## src/hdl/sflash_pkg.sv

```systemverilog
// Purpose: Constants for the serial flash command decoder.
// Assumes: 20 MHz ref_clk; serial link sampled as ordinary inputs.
// Notes: Array is modelled small; opcodes and times as documented.
package sflash_pkg;
  localparam int unsigned CLK_HZ = 20000000;
  localparam int unsigned ADDR_W = 24;
  localparam int unsigned MEM_AW = 8;
  localparam int unsigned MEM_WORDS = 256;
  localparam int unsigned SECTOR_AW = 4;
  localparam int unsigned BLOCK_AW = 6;
  localparam logic [7:0] ERASED_BYTE = 8'hFF;
  localparam logic [7:0] STATUS_RESET = 8'h00;
  localparam int unsigned STAT_BUSY = 0;
  localparam int unsigned STAT_WEL = 1;
  // Opcodes
  localparam logic [7:0] OP_WRITE_ENABLE = 8'h06;
  localparam logic [7:0] OP_WRITE_DISABLE = 8'h04;
  localparam logic [7:0] OP_STATUS_READ = 8'h05;
  localparam logic [7:0] OP_STATUS_WRITE = 8'h01;
  localparam logic [7:0] OP_READ = 8'h03;
  localparam logic [7:0] OP_PAGE_PROG = 8'h02;
  localparam logic [7:0] OP_SECTOR_ERASE = 8'h20;
  localparam logic [7:0] OP_BLOCK_ERASE_A = 8'h52;
  localparam logic [7:0] OP_BLOCK_ERASE_B = 8'hD8;
  localparam logic [7:0] OP_CHIP_ERASE_A = 8'h60;
  localparam logic [7:0] OP_CHIP_ERASE_B = 8'hC7;
  localparam logic [7:0] OP_DEEP_SLEEP = 8'hB9;
  localparam logic [7:0] OP_WAKE_SIG = 8'hAB;
  localparam logic [7:0] OP_ID_READ = 8'h90;
  localparam logic [7:0] ID_ADDR_MFR = 8'h00;
  localparam logic [7:0] ID_ADDR_DEV = 8'h01;
  // Times in their own units
  localparam int unsigned WRITE_LOCKOUT_MAX_MS = 10;
  localparam int unsigned STATUS_WRITE_TIME_MS = 15;
  localparam int unsigned PAGE_PROGRAM_TIME_MS = 5;
  localparam int unsigned SECTOR_ERASE_TIME_MS = 120;
  localparam int unsigned BLOCK_ERASE_TIME_MS = 2000;
  localparam int unsigned CHIP_ERASE_TIME_MS = 7500;
  localparam int unsigned SLEEP_ENTRY_TIME_US = 3;
  localparam int unsigned WAKE_TIME_US = 3;
  // Longest times round down to cycles
  localparam int unsigned WRITE_LOCKOUT_CYC = WRITE_LOCKOUT_MAX_MS * (CLK_HZ / 1000);
  localparam int unsigned STATUS_WRITE_CYC = STATUS_WRITE_TIME_MS * (CLK_HZ / 1000);
  localparam int unsigned PAGE_PROGRAM_CYC = PAGE_PROGRAM_TIME_MS * (CLK_HZ / 1000);
  localparam int unsigned SECTOR_ERASE_CYC = SECTOR_ERASE_TIME_MS * (CLK_HZ / 1000);
  localparam int unsigned BLOCK_ERASE_CYC = BLOCK_ERASE_TIME_MS * (CLK_HZ / 1000);
  localparam int unsigned CHIP_ERASE_CYC = CHIP_ERASE_TIME_MS * (CLK_HZ / 1000);
  localparam int unsigned SLEEP_ENTRY_CYC = SLEEP_ENTRY_TIME_US * (CLK_HZ / 1000000);
  localparam int unsigned WAKE_CYC = WAKE_TIME_US * (CLK_HZ / 1000000);
  localparam int unsigned CNT_W = 28;
  typedef enum logic [1:0] {
    OPK_PROG,
    OPK_ERASE,
    OPK_STATUS
  } op_kind_t;
endpackage : sflash_pkg

```

## src/hdl/sflash_cmd.sv

```systemverilog
// Purpose: Serial flash command decoder and operation timer.
// Assumes: Link pins are sampled by ref_clk; link clock well below 10 MHz.
// Notes: Array is a small model; upper address bits are ignored.
// How it works
// - Array starts with every byte reading FFh.
// - Status register starts at 00h.
// - Write-type instructions refused for lockout after power-up; host waits maximum.
// - Opcode 04h clears write permission.
// - Opcode 01h writes bits 7:2 of the following status byte; bits 1:0 read back 0.
// - Opcode 03h takes address, then streams array bytes.
// - Opcode 20h erases the addressed sector.
// - Opcodes 52h and D8h both erase the addressed block.
// - Opcodes 60h and C7h both erase the whole array.
// - Opcode B9h enters deep power-down.
// - Opcode ABh wakes and returns the signature byte.
// - Identification read address 00h gives maker first, 01h device first.
// - Status write keeps the device busy for the status write time.
// - Deep power-down reached within 3 us of select rising.
// - Standby reached within 3 us after wake.
// - Page program keeps device busy for its program time.
// - Sector erase keeps device busy for its erase time.
`timescale 1ns/1ps
`default_nettype none
module sflash_cmd #(
  parameter int unsigned LOCKOUT_CYC = sflash_pkg::WRITE_LOCKOUT_CYC,
  parameter int unsigned STATUS_CYC = sflash_pkg::STATUS_WRITE_CYC,
  parameter int unsigned PROG_CYC = sflash_pkg::PAGE_PROGRAM_CYC,
  parameter int unsigned SECTOR_CYC = sflash_pkg::SECTOR_ERASE_CYC,
  parameter int unsigned BLOCK_CYC = sflash_pkg::BLOCK_ERASE_CYC,
  parameter int unsigned CHIP_CYC = sflash_pkg::CHIP_ERASE_CYC,
  parameter logic [7:0] MFR_CODE = 8'hA5,
  parameter logic [7:0] DEV_CODE = 8'h3C
) (
  input wire logic ref_clk,
  input wire logic resetn,
  input wire logic cs_n,
  input wire logic sclk,
  input wire logic si,
  output logic so,
  output logic so_oe_n,
  output logic busy,
  output logic sleeping,
  output logic lockout
);
  import sflash_pkg::*;
  // MFR_CODE and DEV_CODE values are arbitrary

  // ==========================================================
  // Pin synchronisers
  logic [2:0] s1, s2;
  logic cs_q, sclk_q;
  always_ff @(posedge ref_clk) begin
    s1 <= {cs_n, sclk, si};
    s2 <= s1;
    sclk_q <= s2[1];
    cs_q <= s2[2];
  end
  wire sel_n = s2[2];
  wire sck_rise = s2[1] & ~sclk_q;
  wire sck_fall = ~s2[1] & sclk_q;
  wire sel_rise = s2[2] & ~cs_q;
  wire sel_fall = ~s2[2] & cs_q;

  function automatic logic is_write_op(input logic [7:0] op);
    is_write_op = (op == OP_STATUS_WRITE) || (op == OP_PAGE_PROG) || (op == OP_SECTOR_ERASE) ||
                  (op == OP_BLOCK_ERASE_A) || (op == OP_BLOCK_ERASE_B) ||
                  (op == OP_CHIP_ERASE_A) || (op == OP_CHIP_ERASE_B) || (op == OP_WRITE_ENABLE);
  endfunction : is_write_op

  // ==========================================================
  // Serial shift-in
  logic [7:0] shreg;
  logic [2:0] bitcnt;
  logic [7:0] opcode;
  logic [5:0] bytecnt;
  logic [ADDR_W-1:0] addr;
  logic [7:0] data_byte;
  wire [7:0] next_byte = {shreg[6:0], s2[0]};
  wire byte_done = ~sel_n & sck_rise & (bitcnt == 3'd7);
  always_ff @(posedge ref_clk) begin
    if (!resetn || sel_fall) begin
      bitcnt <= 3'd0;
      bytecnt <= 6'd0;
      shreg <= 8'h00;
    end else if (~sel_n & sck_rise) begin
      shreg <= next_byte;
      bitcnt <= bitcnt + 3'd1;
      if (bitcnt == 3'd7 && bytecnt != 6'h3F) begin
        bytecnt <= bytecnt + 6'd1;
      end
    end
  end
  always_ff @(posedge ref_clk) begin
    if (!resetn) begin
      opcode <= 8'h00;
      addr <= '0;
      data_byte <= 8'h00;
    end else if (byte_done) begin
      if (bytecnt == 6'd0) begin
        opcode <= next_byte;
      end else if (bytecnt <= 6'd3) begin
        addr <= {addr[ADDR_W-9:0], next_byte};
      end
      if (bytecnt == 6'd1) begin
        data_byte <= next_byte;
      end
    end
  end

  // ==========================================================
  // Power-up lockout, sleep and write latch
  logic [CNT_W-1:0] lock_cnt;
  logic [7:0] status;
  logic sleep_pend, wake_pend;
  logic [7:0] pend_cnt;
  // Synchroniser lag from the select pin to cmd_end; the sleep and wake counts
  // give it back so that the limit still holds when measured at the pin.
  localparam int unsigned PIN_LAG = 3;
  wire cmd_end = sel_rise;
  wire write_ok = ~lockout & ~busy & ~sleeping;
  always_ff @(posedge ref_clk) begin
    if (!resetn) begin
      lock_cnt <= CNT_W'(LOCKOUT_CYC);
      lockout <= 1'b1;
    end else if (lock_cnt != '0) begin
      lock_cnt <= lock_cnt - CNT_W'(1);
    end else begin
      lockout <= 1'b0;
    end
  end
  always_ff @(posedge ref_clk) begin
    if (!resetn) begin
      sleeping <= 1'b0;
      sleep_pend <= 1'b0;
      wake_pend <= 1'b0;
      pend_cnt <= 8'h00;
    end else if (sleep_pend | wake_pend) begin
      if (pend_cnt == 8'h00) begin
        sleeping <= sleep_pend;
        sleep_pend <= 1'b0;
        wake_pend <= 1'b0;
      end else begin
        pend_cnt <= pend_cnt - 8'h01;
      end
    end else if (cmd_end && bytecnt != 6'd0) begin
      // Wake also when the host stays selected to read the signature
      if (opcode == OP_WAKE_SIG && sleeping) begin
        wake_pend <= 1'b1;
        pend_cnt <= 8'(WAKE_CYC - PIN_LAG - 1);
      end else if (opcode == OP_DEEP_SLEEP && bytecnt == 6'd1 && !sleeping && !busy) begin
        sleep_pend <= 1'b1;
        pend_cnt <= 8'(SLEEP_ENTRY_CYC - PIN_LAG - 1);
      end
    end
  end

  // ==========================================================
  // Self-timed operations
  logic [CNT_W-1:0] op_cnt;
  op_kind_t op_kind;
  logic [MEM_AW-1:0] er_ptr, er_last;
  logic [7:0] new_status;
  logic mem_we;
  logic [MEM_AW-1:0] mem_waddr;
  logic [7:0] mem_wdata;
  wire erase_walk = busy & (op_kind == OPK_ERASE) & (er_ptr != er_last);
  always_ff @(posedge ref_clk) begin
    if (!resetn) begin
      busy <= 1'b0;
      op_cnt <= '0;
      op_kind <= OPK_STATUS;
      er_ptr <= '0;
      er_last <= '0;
      new_status <= STATUS_RESET;
      status <= STATUS_RESET;
    end else if (busy) begin
      if (erase_walk) begin
        er_ptr <= er_ptr + MEM_AW'(1);
      end
      if (op_cnt == '0) begin
        busy <= 1'b0;
        status[STAT_WEL] <= 1'b0;
        if (op_kind == OPK_STATUS) begin
          status <= {new_status[7:2], 2'b00};
        end
      end else begin
        op_cnt <= op_cnt - CNT_W'(1);
      end
    end else if (cmd_end && !sleeping) begin
      if (opcode == OP_WRITE_DISABLE && bytecnt == 6'd1) begin
        status[STAT_WEL] <= 1'b0;
      end else if (opcode == OP_WRITE_ENABLE && bytecnt == 6'd1 && write_ok) begin
        status[STAT_WEL] <= 1'b1;
      end else if (write_ok && status[STAT_WEL]) begin
        if (opcode == OP_STATUS_WRITE && bytecnt >= 6'd2) begin
          busy <= 1'b1;
          op_kind <= OPK_STATUS;
          new_status <= data_byte;
          op_cnt <= CNT_W'(STATUS_CYC - 1);
        end else if (opcode == OP_PAGE_PROG && bytecnt >= 6'd5) begin
          busy <= 1'b1;
          op_kind <= OPK_PROG;
          op_cnt <= CNT_W'(PROG_CYC - 1);
        end else if (opcode == OP_SECTOR_ERASE && bytecnt == 6'd4) begin
          busy <= 1'b1;
          op_kind <= OPK_ERASE;
          op_cnt <= CNT_W'(SECTOR_CYC - 1);
          er_ptr <= {addr[MEM_AW-1:SECTOR_AW], {SECTOR_AW{1'b0}}};
          er_last <= {addr[MEM_AW-1:SECTOR_AW], {SECTOR_AW{1'b1}}};
        end else if ((opcode == OP_BLOCK_ERASE_A || opcode == OP_BLOCK_ERASE_B) && bytecnt == 6'd4) begin
          busy <= 1'b1;
          op_kind <= OPK_ERASE;
          op_cnt <= CNT_W'(BLOCK_CYC - 1);
          er_ptr <= {addr[MEM_AW-1:BLOCK_AW], {BLOCK_AW{1'b0}}};
          er_last <= {addr[MEM_AW-1:BLOCK_AW], {BLOCK_AW{1'b1}}};
        end else if ((opcode == OP_CHIP_ERASE_A || opcode == OP_CHIP_ERASE_B) && bytecnt == 6'd1) begin
          busy <= 1'b1;
          op_kind <= OPK_ERASE;
          op_cnt <= CNT_W'(CHIP_CYC - 1);
          er_ptr <= '0;
          er_last <= '1;
        end
      end
    end
  end

  // ==========================================================
  // Array writes: program bytes land while select is low, gated by the write permission at each byte's arrival
  // Trade-off: a program whose timed cycle is refused can still leave bytes, since
  // writes are committed whenever the permission holds at byte arrival.
  wire prog_byte = byte_done & (opcode == OP_PAGE_PROG) & (bytecnt >= 6'd4) & write_ok & status[STAT_WEL];
  always_comb begin
    mem_we = 1'b0;
    mem_waddr = er_ptr;
    mem_wdata = ERASED_BYTE;
    if (busy && op_kind == OPK_ERASE) begin
      mem_we = 1'b1;
    end else if (prog_byte) begin
      mem_we = 1'b1;
      mem_waddr = addr[MEM_AW-1:0] + MEM_AW'(bytecnt - 6'd4);
      mem_wdata = next_byte & 8'hFF;
    end
  end

  // ==========================================================
  // Read side
  logic [MEM_AW-1:0] rd_ptr;
  logic [7:0] rd_data, out_sh;
  logic id_sel;
  wire read_active = ~sel_n & ~sleeping & ~busy & (opcode == OP_READ) & (bytecnt >= 6'd4);
  always_ff @(posedge ref_clk) begin
    if (!resetn || sel_fall) begin
      rd_ptr <= '0;
      id_sel <= 1'b0;
    end else if (byte_done && bytecnt == 6'd3) begin
      rd_ptr <= next_byte[MEM_AW-1:0];
      id_sel <= (next_byte != ID_ADDR_MFR);
    end else if (byte_done && bytecnt >= 6'd4) begin
      rd_ptr <= rd_ptr + MEM_AW'(1);
      id_sel <= ~id_sel;
    end
  end
  // Shift register reloads on the falling edge that follows each byte boundary
  always_ff @(posedge ref_clk) begin
    if (!resetn) begin
      out_sh <= 8'h00;
      so <= 1'b0;
      so_oe_n <= 1'b1;
    end else if (sel_n) begin
      so_oe_n <= 1'b1;
    end else if (sck_fall) begin
      if (bitcnt == 3'd0) begin
        if (opcode == OP_READ && read_active) begin
          out_sh <= {rd_data[6:0], 1'b0};
          so <= rd_data[7];
          so_oe_n <= 1'b0;
        end else if (opcode == OP_ID_READ && bytecnt >= 6'd4 && !sleeping) begin
          out_sh <= id_sel ? {DEV_CODE[6:0], 1'b0} : {MFR_CODE[6:0], 1'b0};
          so <= id_sel ? DEV_CODE[7] : MFR_CODE[7];
          so_oe_n <= 1'b0;
        end else if (opcode == OP_STATUS_READ && bytecnt >= 6'd1 && !sleeping) begin
          // Busy shows in bit 0 while an operation runs
          out_sh <= {status[6:1], status[STAT_BUSY] | busy, 1'b0};
          so <= status[7];
          so_oe_n <= 1'b0;
        end else if (opcode == OP_WAKE_SIG && bytecnt >= 6'd4) begin
          out_sh <= {DEV_CODE[6:0], 1'b0};
          so <= DEV_CODE[7];
          so_oe_n <= 1'b0;
        end
      end else begin
        so <= out_sh[7];
        out_sh <= {out_sh[6:0], 1'b0};
      end
    end
  end

  sflash_mem u_mem (
    .ref_clk(ref_clk),
    .wr_en(mem_we),
    .wr_addr(mem_waddr),
    .wr_data(mem_wdata),
    .rd_addr(rd_ptr),
    .rd_data(rd_data)
  );
endmodule : sflash_cmd
`default_nettype wire

```

## src/hdl/sflash_mem.sv

```systemverilog
// Purpose: Small byte array with registered read data.
// Assumes: At most one write and one read per cycle.
// Notes: Erase walks addresses one per cycle from the controller.
`timescale 1ns/1ps
`default_nettype none
module sflash_mem (
  input wire logic ref_clk,
  input wire logic wr_en,
  input wire logic [sflash_pkg::MEM_AW-1:0] wr_addr,
  input wire logic [7:0] wr_data,
  input wire logic [sflash_pkg::MEM_AW-1:0] rd_addr,
  output logic [7:0] rd_data
);
  import sflash_pkg::*;
  logic [7:0] cells [0:MEM_WORDS-1];

  // Erased contents as shipped
  initial begin
    for (int i = 0; i < MEM_WORDS; i++) begin
      cells[i] = ERASED_BYTE;
    end
  end

  always_ff @(posedge ref_clk) begin
    if (wr_en) begin
      cells[wr_addr] <= wr_data;
    end
    rd_data <= cells[rd_addr];
  end
endmodule : sflash_mem
`default_nettype wire

```

## config.mk

```make
export PLATFORM = sky130hd
export DESIGN_NAME = sflash_cmd
export DESIGN_NICKNAME = d
export VERILOG_FILES = /design/src/hdl/sflash_pkg.sv /design/src/hdl/sflash_cmd.sv /design/src/hdl/sflash_mem.sv
export SDC_FILE = /design/constraint.sdc
export NUM_CORES = 2
export LEC_CHECK = 0
export ABC_AREA = 1
export BUFFER_PORTS_ARGS = -buffer_cell sky130_fd_sc_hd__buf_2
export CAP_MARGIN = 20
export CORE_MARGIN = 4
export CORE_UTILIZATION = 60
export DETAILED_ROUTE_END_ITERATION = 8
export PLACE_DENSITY = 0.76
export SLEW_MARGIN = 20
export SYNTH_ARGS = -nofsm -noshare
export SYNTH_HDL_FRONTEND = slang
export SYNTH_SLANG_ARGS = --single-unit
```

## constraint.sdc

```tcl
create_clock -name ref_clk -period 5.6 [get_ports ref_clk]
set_clock_uncertainty 0.15 [all_clocks]
set_input_delay 0.28 -clock ref_clk [delete_from_list [all_inputs] [get_ports ref_clk]]
set_output_delay 0.28 -clock ref_clk [all_outputs]
set_load 0.005 [all_outputs]
```

==> key figures <==
Placed design
  – Worst slack, placed: 1186 ps
  – Area after DPL: 96,080 µm²
  – Port Buffers: 9
  – DP HPWL: 148,100 µm
  – RD Place Congestion: 0.9538

Setup path
  – Worst-path cell chain: inv_1, ha_1, xor2_1, ha_1, nand2_1, inv_1, nand4_1, nand3_1, xor2_1, nand2_1, nand2_1, inv_2, nor2_2, nand2_1, nor2_1
  – CP endpoint kind: flip-flop
  – Crit path to: u_mem.cells[188][3]
  – Critical Path Most Common Cell: nand2_1
  – Crit start category: flip-flop
  – Critical path data arrival time: 4760 ps
  – Critical Path Start: bytecnt[2]
  – Worst reg2reg path endpoint: u_mem.cells[188][3]
  – R2r startpoint: bytecnt[2]
  – Critical path's slowest cell: nor2_1
  – Crit path max fanout: 16
  – R2R Setup Slk: 1160 ps
  – Data required time of the worst path: 5920 ps
  – CP peak stage delay: 820 ps
  – Crit Path Category: flip-flop to flip-flop
  – Worst reg2reg path depth: 15

STA
  – Slew Limit Fails: 0
  – Max Clk Rate: 225.0 MHz
  – # setup viols final: 0
  – TNS Setup: 0 ps
  – PnR worst setup slack: 1156 ps
  – Ratio of final minimum period to clock period: 0.7935
  – Slew headroom: 0.1543
  – Final hold violations: 0
  – Hold_ws: 187.6 ps
  – Period minus WS final: 4444 ps
  – RSZ-0062 raised after global routing: no
  – Slew @ Worst Pin: 1264 ps

Route
  – DRC errors left: 0
  – Pre-antenna DRT Iters: 8
  – Post-route antenna net violation count: 0
  – DR vias: 67.41k
  – Avg WL per Cell: 22.88 µm
  – Via density: 6.042
  – Final wirelength: 255,300 µm
  – Iter 0 DRT Violations: 9,425

Global route
  – Vias in the first global route: 64.24k
  – Initial antenna violation count: 4
  – Global Route Usage Sum: 0.3083
  – Grt total ovfl: 0
  – Largest net degree at the start of global routing: 225
  – First-pass GRT wire length: 382,300 µm

Clock network
  – CTS tree: built
  – Cts bufs inserted: 210
  – Post_cts resized: 0
  – Post-cts hold buffer count: 7
  – H-tree levels: 4
  – Sink Count: 2,217
  – Postcts setup bufs: 0
  – CTS max path bufs: 3
  – CTS clk-pin slew, worst paths: 60 ps
  – Clock root buffer: clkbuf_16
  – Worst-Skew Late Latency: 850 ps

Yosys
  – Netlist cell types: 46
  – Post-synth EDFFs: 2,048
  – Ys Warns: 0
  – Synthesized instance count: 9,086
  – Top cell type's share of synthesized area: 0.6518
  – Syn avg cell area: 10.38 µm²
  – Main flop type after synthesis: edfxtp_1
  – #FFs+latches synth: 2,217
  – Mapped Area: 94,360 µm²
  – Syn nets: 9,116
  – Seq/Total Area, Yosys: 0.6876
  – Leading post-synthesis cells by cell area: edfxtp_1 (65%), nand2_1 (8.9%), nor2_1 (6.2%), o21ai_0 (3.9%), dfxtp_1 (3.6%)
  – FFs w/ async S/R, synth: 0
  – Area leader, netlist: edfxtp_1

Run
  – Max-Cap Viols: 0

Min path
  – Worst hold path cell count: 0
  – Hold Crit Class: flip-flop to flip-flop

Layout
  – Final net count: 8,949
  – Synthesis-to-layout area growth: 9.340%
  – Finished Cell Area: 103,200 µm²
  – Fraction of layout cells with a size suffix above 1: 0.05684

Pwr
  – Lkg Pwr: 42.46 nW
  – P per Cell Area: 314.5 nW/µm²
  – Max IR drop VDD: 337.9 µV

Floorplan
  – Num rows: 145
  – Starting density of the core: 0.6041
  – IO Pins: 10
  – Die height: 404.6 µm
  – Die Area: 163,700 µm²
  – Core area: 156,200 µm²
  – DIE WIDTH: 404.6 µm

Status
  – Status: complete, no violations
-- cell type report --
cell class              instances  area, µm²
flip-flops and latches       2217      64890
well taps                    2058       2575
diodes                          4      10.01
repair buffers                119       1276
clock inverters               139       1466
inverters                     635       2406
multi-input cells            5736      25000
fillers                     11316      53030
clock buffers                 249       5549
-- metrics by stage --
stage / util / total power [mW] / std cells
6_report: 0.6605 / 32.45 / 11157
5_1_grt: 0.6604 / 33.23 / 11153
4_1_cts: 0.6604 / 32.51 / 11153
3_5_place_dp: 0.6151 / 18.29 / 10758
3_3_place_gp: 0.6151 / 18.29 / 10758
2_1_floorplan: - / 18.26 / 9086
-- synth_stat cells (2+ instances only) --
master,n
o22ai_1,4
nand3b_1,3
o21ai_4,2
o31ai_1,5
nand3_1,646
nor3_1,31
buf_4,4
xnor2_1,20
nand3_2,6
nand2_1,2228
inv_1,615
a31oi_1,14
nand2_4,5
nand4_1,38
o21a_1,5
nor2_1,1556
o211ai_1,109
inv_2,15
o21ai_0,727
edfxtp_1,2048
clkinv_1,5
dfxtp_1,169
nor2_2,9
nor2_4,9
clkbuf_1,253
o221ai_1,2
or2_2,17
nor4_1,5
and3_1,3
nand2_2,16
ha_1,24
buf_6,6
buf_1,73
buf_2,162
a21oi_1,215
xor2_1,26
o21ai_1,2
-- power breakdown --
| part | total, mW | leakage [nW] | internal [mW] | switching, mW |
|---|---|---|---|---|
| Clock | 14.5 | 3.43 | 8.35 | 6.16 |
| Sequential | 17.8 | 25.6 | 17.8 | 0.0199 |
| Combinational | 0.107 | 13.4 | 0.0338 | 0.0735 |
| Total | 32.5 | 42.5 | 26.2 | 6.25 |
-- sequential cells by signal, summed over array words and instances (netlist names), 7 cells and up --
signal         count
status             7
op_cnt            28
lock_cnt          28
addr               8
pend_cnt           8
opcode             8
rd_ptr             8
out_sh             7
shreg              7
u_mem.rd_data      8
er_ptr             8
u_mem.cells     2048
-- how the worst min path moves through the flow --
stage | start | end | slack (ps)
after floorplan | si | s1[0] | 160
after global placement | s1[0] | s2[0] | 160
after detailed placement | s1[0] | s2[0] | 180
after CTS | s1[0] | s2[0] | 190
after global routing | s1[0] | s2[0] | 200
final | s1[0] | s2[0] | 190
-- worst max-delay path, delay by kind of cell, from the launching register on --
family | cells | cell delay, ps
XOR/XNOR | 2 | 300
adder cells (fa/ha/maj) | 2 | 620
buffers and inverters | 3 | 330
flip-flops | 1 | 440
AND/OR/NAND/NOR | 8 | 2220
-- cells in the final DEF (no fill, tap or decap), drive strengths merged, types with 2 or more instances in the layout --
master	instances
nand2	2249
edfxtp	2048
nor2	1574
o21ai	732
nand3	653
inv	634
clkbuf	249
a21oi	215
dfxtp	169
buf	112
o211ai	109
clkinv	102
nand4	38
nor3	31
bufinv	28
xor2	26
ha	24
xnor2	20
or2	17
a31oi	14
clkinvlp	10
dlygate4sd3	7
o31ai	5
o21a	5
nor4	5
diode	4
o22ai	4
and3	3
nand3b	3
o221ai	2
-- routing by layer --
metal,vias up,global-route usage,part of all wire
li1,30240,-,-
met1,32073,0.4153,0.37
met2,4354,0.4738,0.45
met3,738,0.07780,0.12
met4,2,0.1483,0.052
met5,-,0,0.000035
-- cells by family after synthesis --
| kind of cell | after synthesis | share of synthesized area |
|---|---|---|
| xor+xnor | 46 | 0.004270 |
| compound gates | 1090 | 0.06171 |
| fa+ha+maj | 25 | 0.003395 |
| flops | 2217 | 0.6876 |
| buf+inv | 1133 | 0.04786 |
| simple gates | 4575 | 0.1951 |
Power figures use the tool's default switching activity.
